File: src/rtl/lvd_ctrl_pkg.sv
/*
  Shared constants for the supply voltage detector control block: register
  offsets, field positions, reset values and trip-level codes.
  Assumes an 8-bit register port with a 4-bit word address.
*/
package lvd_ctrl_pkg;

  // Register port geometry.
  localparam int unsigned ADDR_W = 4;
  localparam int unsigned DATA_W = 8;

  // Register offsets on the plain register port.
  localparam logic [3:0] OFS_INTERRUPT_GLOBAL_CONTROL = 4'h0;
  localparam logic [3:0] OFS_PERIPHERAL_INTERRUPT_ENABLE_ONE = 4'h1;
  localparam logic [3:0] OFS_PERIPHERAL_INTERRUPT_FLAGS_ONE = 4'h2;
  localparam logic [3:0] OFS_VOLTAGE_DETECT_CONTROL = 4'h3;

  // Field positions in interrupt_global_control.
  localparam int unsigned BIT_GLOBAL_IRQ_ENABLE = 7;
  localparam int unsigned BIT_PERIPHERAL_IRQ_ENABLE = 6;

  // Field positions in the peripheral enable and flag registers.
  localparam int unsigned BIT_LOW_VOLTAGE_IRQ_ENABLE = 6;
  localparam int unsigned BIT_LOW_VOLTAGE_EVENT_FLAG = 6;

  // Field positions in voltage_detect_control.
  localparam int unsigned BIT_REFERENCE_STABLE_STATUS = 5;
  localparam int unsigned BIT_DETECTOR_ENABLE = 4;
  localparam int unsigned TRIP_LEVEL_LSB = 0;
  localparam int unsigned TRIP_LEVEL_W = 3;

  // Values after reset.
  localparam logic [7:0] RST_INTERRUPT_GLOBAL_CONTROL = 8'h00;
  localparam logic [7:0] RST_PERIPHERAL_INTERRUPT_ENABLE_ONE = 8'h00;
  localparam logic [7:0] RST_PERIPHERAL_INTERRUPT_FLAGS_ONE = 8'h00;
  localparam logic [7:0] RST_VOLTAGE_DETECT_CONTROL = 8'h04;

  // Trip-level codes, nominal supply levels in the names.
  localparam logic [2:0] TRIP_4V5 = 3'h7;
  localparam logic [2:0] TRIP_4V2 = 3'h6;
  localparam logic [2:0] TRIP_4V0 = 3'h5;
  localparam logic [2:0] TRIP_2V3 = 3'h4;
  localparam logic [2:0] TRIP_2V2 = 3'h3;
  localparam logic [2:0] TRIP_2V1 = 3'h2;
  localparam logic [2:0] TRIP_2V0 = 3'h1;
  localparam logic [2:0] TRIP_RESERVED = 3'h0;
  localparam logic [2:0] TRIP_RESET = TRIP_2V3;

  // Depth of the input synchronisers.
  localparam int unsigned SYNC_STAGES = 2;

  // Enabled cycles before the edge detector arms: the synchroniser depth plus
  // the cycle in which the comparator itself is still powering up.
  localparam logic [1:0] ARM_CYCLES = 2'h3;

endpackage

File: src/rtl/lvd_sync.sv
/*
  Two-flop synchroniser bank, one chain per bit.
  Assumes the inputs may change at any time relative to core_clk.
*/
`timescale 1ns/1ns
`default_nettype none

module lvd_sync #(
  parameter int unsigned WIDTH = 2
) (
  input wire logic core_clk,
  input wire logic srst,
  input wire logic [WIDTH-1:0] async_in,
  output logic [WIDTH-1:0] sync_out
);

  logic [WIDTH-1:0] meta_ff;
  logic [WIDTH-1:0] hold_ff;

  // The first stage feeds only the second stage.
  genvar i;
  generate
    for (i = 0; i < WIDTH; i++) begin : g_bit
      always_ff @(posedge core_clk) begin
        if (srst) begin
          meta_ff[i] <= 1'b0;
          hold_ff[i] <= 1'b0;
        end else begin
          meta_ff[i] <= async_in[i];
          hold_ff[i] <= meta_ff[i];
        end
      end
    end
  endgenerate

  assign sync_out = hold_ff;

endmodule // lvd_sync

`default_nettype wire

File: src/rtl/lvd_ctrl.sv
/*
  Control and event logic of the supply voltage detector: register port,
  enable and trip-level outputs to the analog detector, falling-edge event
  capture, interrupt request and wake-up from sleep.
  Assumes the analog comparator and reference drive plain levels that may
  be asynchronous, and a register master that follows the one-cycle strobe
  protocol with read data expected in the following cycle only.
*/
// The placing of the registers and the plain strobed port were decided locally.
// Contract
// - A falling supply crossing the trip level sets the event flag on its edge.
// - The event flag stays set until software writes it clear.
// - Control bits 2 to 0 choose one of seven trip levels or the reserved code.
// - Codes 7..1 select 4.5V down to 2.0V; 4 (2.3V) after reset; 0 reserved.
// - Interrupt only when flag, global, peripheral and low-voltage interrupt enables all set.
// - Software may write the flag to one, giving the same interrupt.
// - Control bit 5 reads the reference stable status, read only.
// - Control bit 4 powers the detector and its reference up or down.
// - Events wake the core in sleep; global enable also selects vectoring.
// - Control bits 7, 6 and 3 read zero and ignore writes.
`timescale 1ns/1ns
`default_nettype none

module lvd_ctrl (
  input wire logic core_clk,
  input wire logic srst,
  input wire logic [3:0] reg_addr,
  input wire logic [7:0] reg_wdata,
  input wire logic reg_wr,
  input wire logic reg_rd,
  output logic [7:0] reg_rdata,
  input wire logic supply_above_trip,
  input wire logic reference_stable_raw,
  output logic detector_enable,
  output logic [2:0] trip_level_select,
  output logic irq_req,
  output logic wake_req,
  output logic vector_after_wake
);

  // Stored register state.
  logic global_irq_enable_ff;
  logic peripheral_irq_enable_ff;
  logic low_voltage_irq_enable_ff;
  logic low_voltage_event_flag_ff;
  logic detector_enable_ff;
  logic [2:0] trip_level_select_ff;
  logic supply_prev_ff;
  logic [1:0] arm_cnt_ff;
  logic [7:0] rdata_ff;

  // Next values.
  logic nxt_global_irq_enable;
  logic nxt_peripheral_irq_enable;
  logic nxt_low_voltage_irq_enable;
  logic nxt_low_voltage_event_flag;
  logic nxt_detector_enable;
  logic [2:0] nxt_trip_level_select;
  logic nxt_supply_prev;
  logic [1:0] nxt_arm_cnt;
  logic [7:0] nxt_rdata;

  // Synchronised analog levels.
  logic [1:0] sync_levels;
  wire supply_above_sync;
  wire reference_stable_status;

  // The comparator output and the reference flag are both free-running analog
  // levels; they are only ever looked at after the two-flop chain.
  lvd_sync #(
    .WIDTH(2)
  ) u_sync (
    .core_clk(core_clk),
    .srst(srst),
    .async_in({reference_stable_raw, supply_above_trip}),
    .sync_out(sync_levels)
  );

  assign supply_above_sync = sync_levels[0];
  assign reference_stable_status = sync_levels[1];

  // Address decode.
  wire sel_global = (reg_addr == lvd_ctrl_pkg::OFS_INTERRUPT_GLOBAL_CONTROL);
  wire sel_pie = (reg_addr == lvd_ctrl_pkg::OFS_PERIPHERAL_INTERRUPT_ENABLE_ONE);
  wire sel_pir = (reg_addr == lvd_ctrl_pkg::OFS_PERIPHERAL_INTERRUPT_FLAGS_ONE);
  wire sel_ctrl = (reg_addr == lvd_ctrl_pkg::OFS_VOLTAGE_DETECT_CONTROL);
  wire wr_global = reg_wr && sel_global;
  wire wr_pie = reg_wr && sel_pie;
  wire wr_pir = reg_wr && sel_pir;
  wire wr_ctrl = reg_wr && sel_ctrl;

  // Falling edge of the supply relative to the trip level. The previous
  // sample is forced low while disabled, so enabling with the supply already
  // above or below the level never looks like an edge, and powering down
  // cannot produce one either.
  // The synchroniser still carries samples taken while the comparator was
  // off, so the previous sample stays low until those have been flushed.
  wire armed = (arm_cnt_ff == lvd_ctrl_pkg::ARM_CYCLES);
  assign nxt_arm_cnt = !detector_enable_ff ? 2'h0
    : armed ? arm_cnt_ff
    : arm_cnt_ff + 2'h1;
  wire supply_fall = detector_enable_ff && supply_prev_ff && !supply_above_sync;
  assign nxt_supply_prev = detector_enable_ff && armed && supply_above_sync;

  // Flag: a hardware edge wins over a software clear in the same cycle, and
  // software may also write a one to fake an event.
  assign nxt_low_voltage_event_flag = supply_fall
    || (wr_pir ? reg_wdata[lvd_ctrl_pkg::BIT_LOW_VOLTAGE_EVENT_FLAG]
               : low_voltage_event_flag_ff);

  // Enables: plain stores. Nothing here checks the stable status before the
  // interrupt enable is taken; that order is left to software.
  assign nxt_global_irq_enable = wr_global
    ? reg_wdata[lvd_ctrl_pkg::BIT_GLOBAL_IRQ_ENABLE] : global_irq_enable_ff;
  assign nxt_peripheral_irq_enable = wr_global
    ? reg_wdata[lvd_ctrl_pkg::BIT_PERIPHERAL_IRQ_ENABLE] : peripheral_irq_enable_ff;
  assign nxt_low_voltage_irq_enable = wr_pie
    ? reg_wdata[lvd_ctrl_pkg::BIT_LOW_VOLTAGE_IRQ_ENABLE] : low_voltage_irq_enable_ff;

  // Control register: only bit 4 and bits 2..0 take writes.
  assign nxt_detector_enable = wr_ctrl
    ? reg_wdata[lvd_ctrl_pkg::BIT_DETECTOR_ENABLE] : detector_enable_ff;
  assign nxt_trip_level_select = wr_ctrl
    ? reg_wdata[lvd_ctrl_pkg::TRIP_LEVEL_LSB +: lvd_ctrl_pkg::TRIP_LEVEL_W]
    : trip_level_select_ff;

  // Read images; every unimplemented position reads zero.
  logic [7:0] img_global;
  logic [7:0] img_pie;
  logic [7:0] img_pir;
  logic [7:0] img_ctrl;

  always_comb begin
    img_global = 8'h00;
    img_global[lvd_ctrl_pkg::BIT_GLOBAL_IRQ_ENABLE] = global_irq_enable_ff;
    img_global[lvd_ctrl_pkg::BIT_PERIPHERAL_IRQ_ENABLE] = peripheral_irq_enable_ff;
    img_pie = 8'h00;
    img_pie[lvd_ctrl_pkg::BIT_LOW_VOLTAGE_IRQ_ENABLE] = low_voltage_irq_enable_ff;
    img_pir = 8'h00;
    img_pir[lvd_ctrl_pkg::BIT_LOW_VOLTAGE_EVENT_FLAG] = low_voltage_event_flag_ff;
    img_ctrl = 8'h00;
    img_ctrl[lvd_ctrl_pkg::BIT_REFERENCE_STABLE_STATUS] = reference_stable_status;
    img_ctrl[lvd_ctrl_pkg::BIT_DETECTOR_ENABLE] = detector_enable_ff;
    img_ctrl[lvd_ctrl_pkg::TRIP_LEVEL_LSB +: lvd_ctrl_pkg::TRIP_LEVEL_W] =
      trip_level_select_ff;
  end

  // Read data stand only in the cycle after the strobe; unmapped reads zero.
  assign nxt_rdata = !reg_rd ? 8'h00
    : sel_global ? img_global
    : sel_pie ? img_pie
    : sel_pir ? img_pir
    : sel_ctrl ? img_ctrl
    : 8'h00;

  always_ff @(posedge core_clk) begin
    if (srst) begin
      global_irq_enable_ff <=
        lvd_ctrl_pkg::RST_INTERRUPT_GLOBAL_CONTROL[lvd_ctrl_pkg::BIT_GLOBAL_IRQ_ENABLE];
      peripheral_irq_enable_ff <=
        lvd_ctrl_pkg::RST_INTERRUPT_GLOBAL_CONTROL[lvd_ctrl_pkg::BIT_PERIPHERAL_IRQ_ENABLE];
      low_voltage_irq_enable_ff <= lvd_ctrl_pkg::RST_PERIPHERAL_INTERRUPT_ENABLE_ONE[
        lvd_ctrl_pkg::BIT_LOW_VOLTAGE_IRQ_ENABLE];
      low_voltage_event_flag_ff <= lvd_ctrl_pkg::RST_PERIPHERAL_INTERRUPT_FLAGS_ONE[
        lvd_ctrl_pkg::BIT_LOW_VOLTAGE_EVENT_FLAG];
      detector_enable_ff <=
        lvd_ctrl_pkg::RST_VOLTAGE_DETECT_CONTROL[lvd_ctrl_pkg::BIT_DETECTOR_ENABLE];
      trip_level_select_ff <= lvd_ctrl_pkg::TRIP_RESET;
    end else begin
      global_irq_enable_ff <= nxt_global_irq_enable;
      peripheral_irq_enable_ff <= nxt_peripheral_irq_enable;
      low_voltage_irq_enable_ff <= nxt_low_voltage_irq_enable;
      low_voltage_event_flag_ff <= nxt_low_voltage_event_flag;
      detector_enable_ff <= nxt_detector_enable;
      trip_level_select_ff <= nxt_trip_level_select;
    end
  end

  always_ff @(posedge core_clk) begin
    if (srst) begin
      supply_prev_ff <= 1'b0;
      arm_cnt_ff <= 2'h0;
      rdata_ff <= 8'h00;
    end else begin
      supply_prev_ff <= nxt_supply_prev;
      arm_cnt_ff <= nxt_arm_cnt;
      rdata_ff <= nxt_rdata;
    end
  end

  // The trip code is passed straight to the analog ladder; the reserved code
  // is stored and returned as written, with no level implied.
  assign detector_enable = detector_enable_ff;
  assign trip_level_select = trip_level_select_ff;
  assign reg_rdata = rdata_ff;

  // Wake-up ignores the global enable so that the core resumes even with
  // interrupts masked; vectoring then depends on the global enable alone.
  assign wake_req = low_voltage_event_flag_ff && low_voltage_irq_enable_ff
    && peripheral_irq_enable_ff;
  assign irq_req = wake_req && global_irq_enable_ff;
  assign vector_after_wake = wake_req && global_irq_enable_ff;
endmodule // lvd_ctrl

`default_nettype wire

File: config.mk
export PLATFORM = sky130hd
export DESIGN_NAME = lvd_ctrl
export DESIGN_NICKNAME = d
export VERILOG_FILES = /design/src/rtl/lvd_ctrl_pkg.sv /design/src/rtl/lvd_sync.sv /design/src/rtl/lvd_ctrl.sv
export SDC_FILE = /design/constraint.sdc
export NUM_CORES = 1
export LEC_CHECK = 0
export BUFFER_PORTS_ARGS = -buffer_cell sky130_fd_sc_hd__buf_2
export CAP_MARGIN = 20
export CORE_MARGIN = 5
export CORE_UTILIZATION = 30
export CTS_CLUSTER_SIZE = 12
export DETAILED_ROUTE_END_ITERATION = 10
export PLACE_DENSITY_LB_ADDON = 0.12
export SETUP_SLACK_MARGIN = 0.02
export SYNTH_ARGS = -nofsm -noshare
export SYNTH_HDL_FRONTEND = slang
export SYNTH_HIERARCHICAL = 1
export SYNTH_SLANG_ARGS = --single-unit
File: constraint.sdc
create_clock -name core_clk -period 1.1 [get_ports core_clk]
set_input_delay 0.11 -clock core_clk [delete_from_list [all_inputs] [get_ports core_clk]]
set_output_delay 0.11 -clock core_clk [all_outputs]
set_load 0.01 [all_outputs]
==> key figures, run 1 <==
Outcome
  • Outcome: complete, but fails checks
  • Failing checks: setup timing

CTS
  • Clock sinks: 22
  • TritonCTS clock tree: done
  • Num CTS Buffers: 3
  • H-tree depth: 1
  • Clock-pin slew on the worst setup and hold paths: 120 ps
  • CTS Root Cell: clkbuf_4
  • Clock Latency Late Sink: ~310 ps
  • Max clock buf depth: 2

Logic synthesis
  • Mapped Cells: between 80 and 90
  • Ys Warns: 6
  • Synth Register Bits: 22
  • Sequential share of the synthesized area: 51.54%
  • Main combinational cell family by area after synthesis: simple AND/OR/NAND/NOR gates
  • Mapped Nets: approximately 110
  • Multiplexer share of the synthesized area: under 10%
  • Xor-xnor portion of the synthesized cell area: 1.025%
  • Syn Std Cell Area: roughly 850 µm²
  • Synth Area in Simple Gates: between 20 and 30%
  • Mapped Avg Cell Area: 9.711 µm²
  • Netlist cell types: 29
  • Synth Area in Adders: around 1.5%
  • Compound-gate portion of the synthesized area: under 10%

Pwr
  • Peak supply drop: approximately 0.00074 V
  • PnR Total Power: 1378 µW
  • Internal: between 1000 and 1500 µW
  • Psw: between 300 and 400 µW
  • Clock power share: 32.0%
  • PD cells: ~1200 nW/µm²
  • Flop pwr share: around 59%
  • Leakage: 0.0005158 µW
  • Combinational Power Share: about 9.0%
  • Switching part of the total: roughly 22%

GRT
  • First-pass GRT wire length: 3312 µm
  • Vias in the first global route: 730
  • GRT Util Overall: 10.16%
  • Pin count of the biggest net entering global routing: 14
  • Gr ovfl total: 0
  • Antenna violations before repair: 0

Timing
  • RSZ-0062 raised after global routing: true
  • Fin. max-slew vios: 0
  • Final setup viols: 3
  • Final worst-path setup slack: -101.1 ps
  • Final min period: around 1200 ps
  • Post-Route Setup TNS: -266.3 ps
  • Clk_skew: roughly 2.7 ps
  • Final Hold Viols: 0
  • Final Cycle Share: 109.2%
  • Maximum clock frequency: about 0.83 GHz

Worst setup path
  • Req. time, crit path: a little under 1000 ps
  • Critical path class: reg2out
  • Setup crit start kind: flop
  • Maximum fanout along the worst path: 3
  • Setup crit end kind: output port
  • Arrival time at the worst endpoint: 1090 ps

Drt
  • Initial drt markers: 20
  • DRC: 0
  • Final wirelength: approximately 1900 µm
  • DR WL/cell: 12.27 µm
  • Vias: approximately 740
  • Via-to-Cell Ratio: between 4 and 5
  • Post-route ant nets: 0
  • Initial DRT Pass Iterations: 5

Floorplan
  • Initial cell density of the core: between 30 and 40%
  • Die width: roughly 63 µm
  • Core ar.: 2734 µm²
  • I/O Pins: 33
  • Row count: 19
  • Die area: around 4000 µm²
  • Die height: 63.37 µm

Finish
  • Nets: 147
  • Fraction of layout cells with a size suffix above 1: about two fifths
  • Layout area overhead: 35.87%
  • N_diodes: 0

Placed design
  • Port Buf Inserts: 29
  • Post-detail-place hpwl: approximately 1400 µm
  • Routability cong.: approximately 0.77

Min path
  • Hold WC Path Type: in2reg

Job
  • Number of max-cap violations: 0
-- state kept, by name (all words and copies together), names as in the netlist, 2 cells and up --
register and count:
arm_cnt_ff 2, u_sync/meta_ff 2, reg_rdata 7, trip_level_select 3, u_sync/sync_out 2
-- synth_stat cells --
library cell / number / area [µm²]
o21ai_1: 8 / 40.04
ha_1: 1 / 12.51
inv_1: 1 / 3.750
and2b_1: 1 / 7.510
buf_4: 2 / 15.01
nand3_1: 2 / 10.01
nand2_1: 2 / 7.510
nor2_1: 4 / 15.01
nand3b_1: 2 / 15.01
xor2_1: 1 / 8.760
or3b_1: 1 / 8.760
or4_1: 1 / 7.510
nor2b_1: 5 / 31.28
nor4b_2: 1 / 15.01
nand4_1: 4 / 25.02
and3_1: 3 / 18.77
dfxtp_1: 22 / 440.4
a21oi_1: 6 / 30.03
nand2b_1: 3 / 18.77
buf_2: 3 / 15.01
dlygate4sd1_1: 1 / 8.760
o22ai_1: 1 / 6.260
mux2i_1: 1 / 10.01
nand4b_1: 2 / 17.52
conb_1: 1 / 3.750
a31oi_1: 1 / 6.260
or2_1: 1 / 6.260
and2_1: 6 / 37.54
nor3b_2: 1 / 12.51
-- stage by stage --
stage / cell area (µm²) / setup WS [ps] / std cells / util (%) / hold slack, ps
2_1_floorplan: 854.6 / 45.61 / 88 / - / 181.6
3_3_place_gp: 1060 / -39.73 / 150 / 38.76 / 320.1
3_5_place_dp: 1060 / -48.42 / 150 / 38.76 / 324.4
4_1_cts: 1147 / -104.9 / 157 / 41.97 / 35.00
5_1_grt: 1161 / -148.7 / 158 / 42.47 / 41.20
6_report: 1161 / -101.1 / 158 / 42.47 / 43.68
-- kinds of logic (layout without fill, tap and decap cells) --
kind of cell / Yosys count / in the layout
other: 1 / 1
flip-flops: 22 / 22
AO/OA/AOI/OAI: 16 / 16
buffers and inverters: 7 / 46
multiplexers: 1 / 1
adder cells (fa/ha/maj): 1 / 1
AND/OR/NAND/NOR: 39 / 39
XOR/XNOR: 1 / 1
-- what timing repair did --
| item | 4_1_cts | 5_1_grt |
|---|---|---|
| buffers inserted | 1 | 1 |
| endpoints found under the hold margin | 2 | 0 |
| setup endpoints to repair | 4 | 3 |
| pin swaps | 4 | 0 |
| hold buffers | 2 | 0 |
| resized for setup | 7 | 1 |
-- cell type report --
| class | count | area, µm² |
|---|---|---|
| clock buffer | 4 | 36.28 |
| inverter | 1 | 3.754 |
| sequential | 22 | 444.2 |
| tap | 31 | 38.79 |
| timing repair buffer | 41 | 259.0 |
| fill | 297 | 1573 |
| multi-input combinational | 59 | 379.1 |
-- cell usage in the layout, fill, tap and decap left out, drive strengths merged --
cell type	instances
buf	39
dfxtp	22
o21ai	8
a21oi	6
and2	6
nor2b	5
nand4	4
nor2	4
clkbuf	4
nand2b	3
and3	3
nand3b	2
nand4b	2
nand2	2
nand3	2
dlygate4sd3	2
or3b	1
nor3b	1
a31oi	1
mux2i	1
nor4b	1
and2b	1
or2	1
or4	1
inv	1
o22ai	1
xor2	1
ha	1
conb	1
-- routing by layer --
metal  GRT usage (%)  vias up  share of wire, %
li1                -      381                 -
met1           12.62      329                46
met2           15.74       27                44
met3           5.506        2               8.9
met4           1.558        0              0.52
met5               0        -                 0
-- power groups by stage --
stage          combinational, µW  clock (µW)  sequential (µW)
3_3_place_gp                 117           0              831
5_1_grt                      138         490              815
3_5_place_dp                 118           0              831
6_report                     124         441              813
4_1_cts                      124         463              813
2_1_floorplan               54.5           0              831
-- critical path, stage by stage (launching register included) --
cell	delay, ps
dfxtp_2	360
and3_4	180
and2_4	150
buf_6	100
-- path summary, 6_finish.rpt --
path,endpoint,slack [ps],depth (start not counted),from
worst max-delay path,irq_req,-100,3,peripheral_irq_enable_ff
worst min-delay path,global_irq_enable_ff,40,3,reg_wdata[7]
worst max register to register,reg_rdata[6],130,2,peripheral_irq_enable_ff
worst min register to register,reg_rdata[5],440,1,u_sync/sync_out[1]
No activity file was read; power rests on OpenSTA's default activity.
==> run 2, diff against run 1 <==
--- a/config.mk
+++ b/config.mk
@@ -8,10 +8,10 @@
 export BUFFER_PORTS_ARGS = -buffer_cell sky130_fd_sc_hd__buf_2
 export CAP_MARGIN = 20
 export CORE_MARGIN = 5
-export CORE_UTILIZATION = 30
+export CORE_UTILIZATION = 41
 export CTS_CLUSTER_SIZE = 12
 export DETAILED_ROUTE_END_ITERATION = 10
-export PLACE_DENSITY_LB_ADDON = 0.12
+export PLACE_DENSITY = 0.83
 export SETUP_SLACK_MARGIN = 0.02
 export SYNTH_ARGS = -nofsm -noshare
 export SYNTH_HDL_FRONTEND = slang
==> run 2 against run 1 <==
- the flow still finishes with violations (setup timing)
- clock-buffer cell count is 1 lower
- wire length is 4.1% higher
- clock skew is 6.7 ps higher
- die area is 23% lower
- register-to-register slack worse by 170 ps
- worst setup slack better by 16 ps
- global-route usage is 3.2 points higher
- power is 7.9% lower
- critical path type unchanged
==> key figures, run 2 (synthesis gave the netlist of run 1 again) <==
Timing
  • Final Hold Viols: 0
  • Clk_skew: about 9.4 ps
  • Final min period: roughly 1200 ps
  • Final worst-path setup slack: -85.17 ps
  • Post-Route Setup TNS: -209.3 ps
  • Maximum clock frequency: 0.8438 GHz
  • Fin. max-slew vios: 0
  • RSZ-0062 raised after global routing: true
  • Final Cycle Share: 107.7%
  • Hold slack: about 27 ps
  • Final setup viols: 3

Pwr
  • Peak supply drop: between 0.0007 and 0.0008 V
  • PD cells: 1137 nW/µm²
  • PnR Total Power: about 1300 µW
  • Leakage: 0.0005003 µW

CTS
  • H-tree depth: 1
  • Num CTS Buffers: 3
  • Clock-pin slew on the worst setup and hold paths: ~110 ps
  • CTS Hold Bufs: 0
  • Max clock buf depth: 2
  • CTS Root Cell: clkbuf_4
  • Clock sinks: 22
  • TritonCTS clock tree: done
  • Clock Latency Late Sink: between 200 and 300 ps

Placed design
  • Worst slack, placed: -53.24 ps
  • Routability cong.: about 0.74
  • Cell Area, Placed: approximately 1000 µm²
  • Port Buf Inserts: 29
  • Post-detail-place hpwl: around 1400 µm

Worst setup path
  • Maximum fanout along the worst path: 2
  • Critical Path Source: peripheral_irq_enable_ff
  • Req. time, crit path: 990 ps
  • Setup crit start kind: flop
  • R2R Setup Slk: -40 ps
  • Setup crit end kind: output port
  • Reg-to-reg endpoint: reg_rdata[6]
  • R2r startpoint: peripheral_irq_enable_ff
  • Arrival time at the worst endpoint: about 1100 ps
  • Critical path class: reg2out
  • Worst reg-to-reg path cell count: 3

Outcome
  • Outcome: complete, but fails checks
  • Failing checks: setup timing

Drt
  • DR WL/cell: approximately 13 µm
  • Via-to-Cell Ratio: 5.126
  • Post-route ant nets: 0
  • Initial drt markers: 22
  • Initial DRT Pass Iterations: 4
  • DRC: 0
  • Vias: a little under 800
  • Final wirelength: 2019 µm

Floorplan
  • Core ar.: a little under 2000 µm²
  • Row count: 16
  • Initial cell density of the core: between 40% and 50%
  • Die height: between 50 and 60 µm
  • Die area: a little over 3000 µm²
  • I/O Pins: 33
  • Die width: between 50 and 60 µm

Finish
  • Most frequent cells in the layout: 27 x buf_2, 19 x dfxtp_1, 10 x buf_4
  • Commonest non-fill, non-tap cell in the layout: buf_2
  • Final Instance Area: between 1000 and 1500 µm²
  • Fraction of layout cells with a size suffix above 1: around two fifths
  • Filler instances: around 180
  • N_diodes: 0
  • Number of flip-flops in the largest register: 7
  • Layout area overhead: 30.60%
  • Nets: roughly 150

GRT
  • First-pass GRT wire length: between 3000 and 4000 µm
  • GRT Util Overall: around an eighth
  • Antenna violations before repair: 0
  • Gr ovfl total: 0
  • Pin count of the biggest net entering global routing: 13
  • Vias in the first global route: around 780

Min path
  • Hold Path End: global_irq_enable_ff
  • Worst hold start: srst
  • Hold WC Path Type: in2reg
  • Hold Path Cell Cnt: 2

Job
  • Number of max-cap violations: 0
-- run 2: changes by cell type in the layout (fill, tap and decap cells not counted), sizes merged --
cell         previous run  this run
dlygate4sd3             2         0
clkbuf                  4         3
-- run 2: worst max path at each step --
stage | cells past startpoint | to | slack [ps]
2_1_floorplan | 2 | reg_rdata[6] | 50
6_report | 3 | vector_after_wake | -90
5_1_grt | 3 | irq_req | -130
4_1_cts | 3 | vector_after_wake | -70
3_5_place_dp | 4 | low_voltage_event_flag_ff | -50
3_3_place_gp | 4 | low_voltage_event_flag_ff | -20
-- run 2: worst max-delay path: stages, from the launching register on --
cell	delay (ps)
dfxtp_2	360
and3_4	190
and2_4	140
buf_6	90
-- run 2: timing repair --
item                                    in CTS  in global routing
gates resized for setup                      7                  0
pin swaps                                    4                  2
endpoints found under the setup margin       4                  3
setup buffers                                2                  2
-- run 2: cell type report --
| type | count | area (µm²) | share of cell area (%) |
|---|---|---|---|
| flip-flops and latches | 22 | 444.2 | 39.80 |
| repair buffers | 39 | 232.7 | 20.85 |
| well taps | 27 | 33.78 | 3.027 |
| clock buffers | 3 | 22.52 | 2.018 |
| multi-input cells | 59 | 379.1 | 33.97 |
| inverters | 1 | 3.754 | 0.3363 |
-- run 2: metrics by stage --
| stage | utilization, % | cells |
|---|---|---|
| floorplan | - | 88 |
| global placement | 52.46 | 144 |
| detailed placement | 52.46 | 144 |
| CTS | 55.56 | 149 |
| global route | 56.31 | 151 |
| finish | 56.31 | 151 |
-- run 2: where the power goes --
group	internal [µW]	switching [µW]	total, µW	leakage (µW)
registers	808	4.63	813	0.000180
clock network	127	210	337	0.0000138
logic	57.2	60.9	118	0.000307
total	993	276	1270	0.000500
-- run 2: routing by layer --
metal	GRT usage (%)	vias to the layer above	share of wire (%)
li1	-	373	-
met1	15.11	360	41
met2	22.97	31	48
met3	3.480	10	5.8
met4	6.597	0	4.6
met5	0	-	0
==> run 3, diff against run 2 <==
--- a/config.mk
+++ b/config.mk
@@ -5,13 +5,14 @@
 export SDC_FILE = /design/constraint.sdc
 export NUM_CORES = 1
 export LEC_CHECK = 0
+export ABC_AREA = 1
 export BUFFER_PORTS_ARGS = -buffer_cell sky130_fd_sc_hd__buf_2
 export CAP_MARGIN = 20
 export CORE_MARGIN = 5
-export CORE_UTILIZATION = 41
+export CORE_UTILIZATION = 42
 export CTS_CLUSTER_SIZE = 12
 export DETAILED_ROUTE_END_ITERATION = 10
-export PLACE_DENSITY = 0.83
+export PLACE_DENSITY = 0.84
 export SETUP_SLACK_MARGIN = 0.02
 export SYNTH_ARGS = -nofsm -noshare
 export SYNTH_HDL_FRONTEND = slang
==> constraint.sdc (replaced) <==
create_clock -name core_clk -period 1 [get_ports core_clk]
set_input_delay 0.1 -clock core_clk [delete_from_list [all_inputs] [get_ports core_clk]]
set_output_delay 0.1 -clock core_clk [all_outputs]
set_load 0.01 [all_outputs]
==> run 3 against run 2 <==
- the run still ends with setup timing left
- power grew 34%
- non-clock buffer count down 1
- clock power is 100% higher
- clock-buffer cell count is the same
- worst hold slack got worse by 2.0 ps
- register-to-register slack better by 160 ps
- first-iteration DRC count shrank 73%
- design area is 6.3% higher
- via count rose by 5.2%
- highest routed layer unchanged
- critical endpoint unchanged
==> key figures, run 3 <==
Outcome
  • Outcome: complete, but fails checks
  • Failing checks: setup timing

Logic synthesis
  • Syn Std Cell Area: a little under 900 µm²
  • Yosys top cell area share: roughly half
  • Mapped Avg Cell Area: 7.718 µm²
  • Ys Warns: 6
  • Sequential share of the synthesized area: between 50% and 60%
  • Top FF cell, synth: dfxtp_1
  • Async SR Flop Fraction: 0%
  • Synth top cells by count: 24 x inv_1, 22 x dfxtp_1, 20 x nand2_1
  • Mapped Nets: approximately 130
  • Synth Register Bits: 22
  • Mapped Cells: between 100 and 150
  • Netlist cell types: 19
  • Synth area leaders: dfxtp_1 51%, inv_1 10%, nand2_1 8.6%, nor2_1 5.2%, nand3_1 4.6%
  • Cell taking the most area after synthesis: dfxtp_1
  • EDFF count, synth: 0
  • Most frequent cell after synthesis: inv_1

Drt
  • Final wirelength: between 1500 and 2000 µm
  • Vias: 814
  • Post-route ant nets: 0
  • Initial drt markers: 6
  • DRC: 0
  • DR WL/cell: 10.77 µm
  • Initial DRT Pass Iterations: 4
  • Via-to-Cell Ratio: 4.522

Finish
  • Nets: between 150 and 200
  • Fraction of layout cells with a size suffix above 1: a little over a third
  • Filler instances: 200
  • Commonest non-fill, non-tap cell in the layout: buf_2
  • Fin util: 60.46%
  • Layout area overhead: 36.01%
  • Number of flip-flops in the largest register: 7
  • Final Instance Area: between 1000 and 1500 µm²
  • Most frequent cells in the layout: 29 x buf_2, 21 x inv_1, 20 x nand2_1
  • N_diodes: 0

Worst setup path
  • Setup crit end kind: output port
  • R2R Setup Slk: 120 ps
  • Worst Path Buf+Inv: 2
  • Maximum fanout along the worst path: 2
  • Worst path cell trace: inv_2 -> nor4_4 -> buf_2
  • Largest delay share family, worst path: flip-flops
  • Critical path class: reg2out
  • Req. time, crit path: approximately 900 ps
  • Setup crit start kind: flop
  • Arrival time at the worst endpoint: between 1000 and 1500 ps
  • Slowest-stage cell, CP: dfxtp_2
  • Max stage delay on crit path: approximately 350 ps

CTS
  • Clock-pin slew on the worst setup and hold paths: ~130 ps
  • H-tree depth: 1
  • Clock sinks: 22
  • Num CTS Buffers: 3
  • CTS Root Cell: clkbuf_4
  • Clock Latency Late Sink: between 300 and 400 ps
  • TritonCTS clock tree: done
  • Max clock buf depth: 2

Timing
  • Final worst-path setup slack: -221.2 ps
  • Maximum clock frequency: 0.8189 GHz
  • Clk_skew: 12.62 ps
  • Final Cycle Share: 122.1%
  • Post-Route Setup TNS: -559.4 ps
  • Final Hold Viols: 0
  • Fin. max-slew vios: 0
  • Final min period: 1221 ps
  • RSZ-0062 raised after global routing: true
  • Final setup viols: 3

GRT
  • Vias in the first global route: ~760
  • Antenna violations before repair: 0
  • First-pass GRT wire length: approximately 3300 µm
  • Pin count of the biggest net entering global routing: 14
  • Gr ovfl total: 0
  • GRT Util Overall: 13.56%

Pwr
  • Peak supply drop: 0.001228 V
  • Leakage: slightly below 0.0006 µW
  • PD cells: approximately 1400 nW/µm²

Floorplan
  • Initial cell density of the core: around 44%
  • Core ar.: a little under 2000 µm²
  • Die width: 55.57 µm
  • I/O Pins: 33
  • Row count: 16
  • Die area: 3087 µm²
  • Die height: between 50 and 60 µm

Placed design
  • Cell Area, Placed: roughly 1100 µm²
  • Post-detail-place hpwl: between 1000 and 1500 µm
  • Port Buf Inserts: 29
  • Routability cong.: ~0.8

Min path
  • Hold WC Path Type: in2reg

Job
  • Number of max-cap violations: 0
-- run 3: worst paths after layout --
path | depth (start not counted) | from | endpoint
worst max register to register | 4 | arm_cnt_ff[0] | arm_cnt_ff[0]
worst min-delay path | 3 | reg_wdata[1] | trip_level_select[1]
worst min register to register | 2 | u_sync/sync_out[1] | reg_rdata[5]
worst max-delay path | 3 | peripheral_irq_enable_ff | vector_after_wake
-- run 3: what timing repair did --
item | in CTS | in global routing
hold buffers | 3 | 0
pin swaps | 2 | 0
hold endpoints to repair | 3 | 0
setup endpoints to repair | 3 | 6
resized for setup | 2 | 4
buffers inserted | 3 | 0
-- run 3: logic make-up (layout without fill, tap and decap cells) --
| logic type | Yosys count | in the layout | synth area share [%] |
|---|---|---|---|
| flops | 22 | 22 | 50.50 |
| compound gates | 10 | 10 | 6.168 |
| fa+ha+maj | 1 | 1 | 1.434 |
| other cells | 1 | 1 | 0.4300 |
| simple gates | 53 | 53 | 29.41 |
| buf+inv | 26 | 66 | 12.05 |
-- run 3: worst register-to-register path, stage by stage (launching register included) --
cell     delay [ps]
dfxtp_2         360
ha_1            180
inv_2            50
o21ai_0         140
a21oi_1          60
-- run 3: area by class of cell --
class	instances	area [µm²]	area share [%]
repair buffers	38	220.2	18.57
inverters	24	90.09	7.595
multi-input cells	65	341.6	28.80
clock buffers	3	22.52	1.899
clock inverters	1	30.03	2.532
well taps	27	33.78	2.848
flip-flops and latches	22	447.9	37.76
-- run 3: power breakdown --
| part | internal, µW | switching, µW | total [µW] |
|---|---|---|---|
| logic | 59.6 | 76.4 | 136 |
| clock network | 405 | 269 | 674 |
| registers | 890 | 5.16 | 895 |
-- run 3: layer usage --
layer | share of wire, % | track usage [%]
met1 | 44 | 15.98
met5 | 0 | 0
met4 | 1.9 | 7.292
met3 | 5.8 | 3.497
met2 | 48 | 22.30
-- run 3: through the flow --
stage          total power [µW]  std cells  setup WS (ps)  hold slack [ps]
2_1_floorplan             968.0        113          20.03            169.1
3_3_place_gp               1034        170          66.77            301.8
3_5_place_dp               1038        170          28.03            307.5
4_1_cts                    1726        180         -255.0            19.73
5_1_grt                    1784        180         -320.5            9.271
6_report                   1705        180         -221.2            25.37
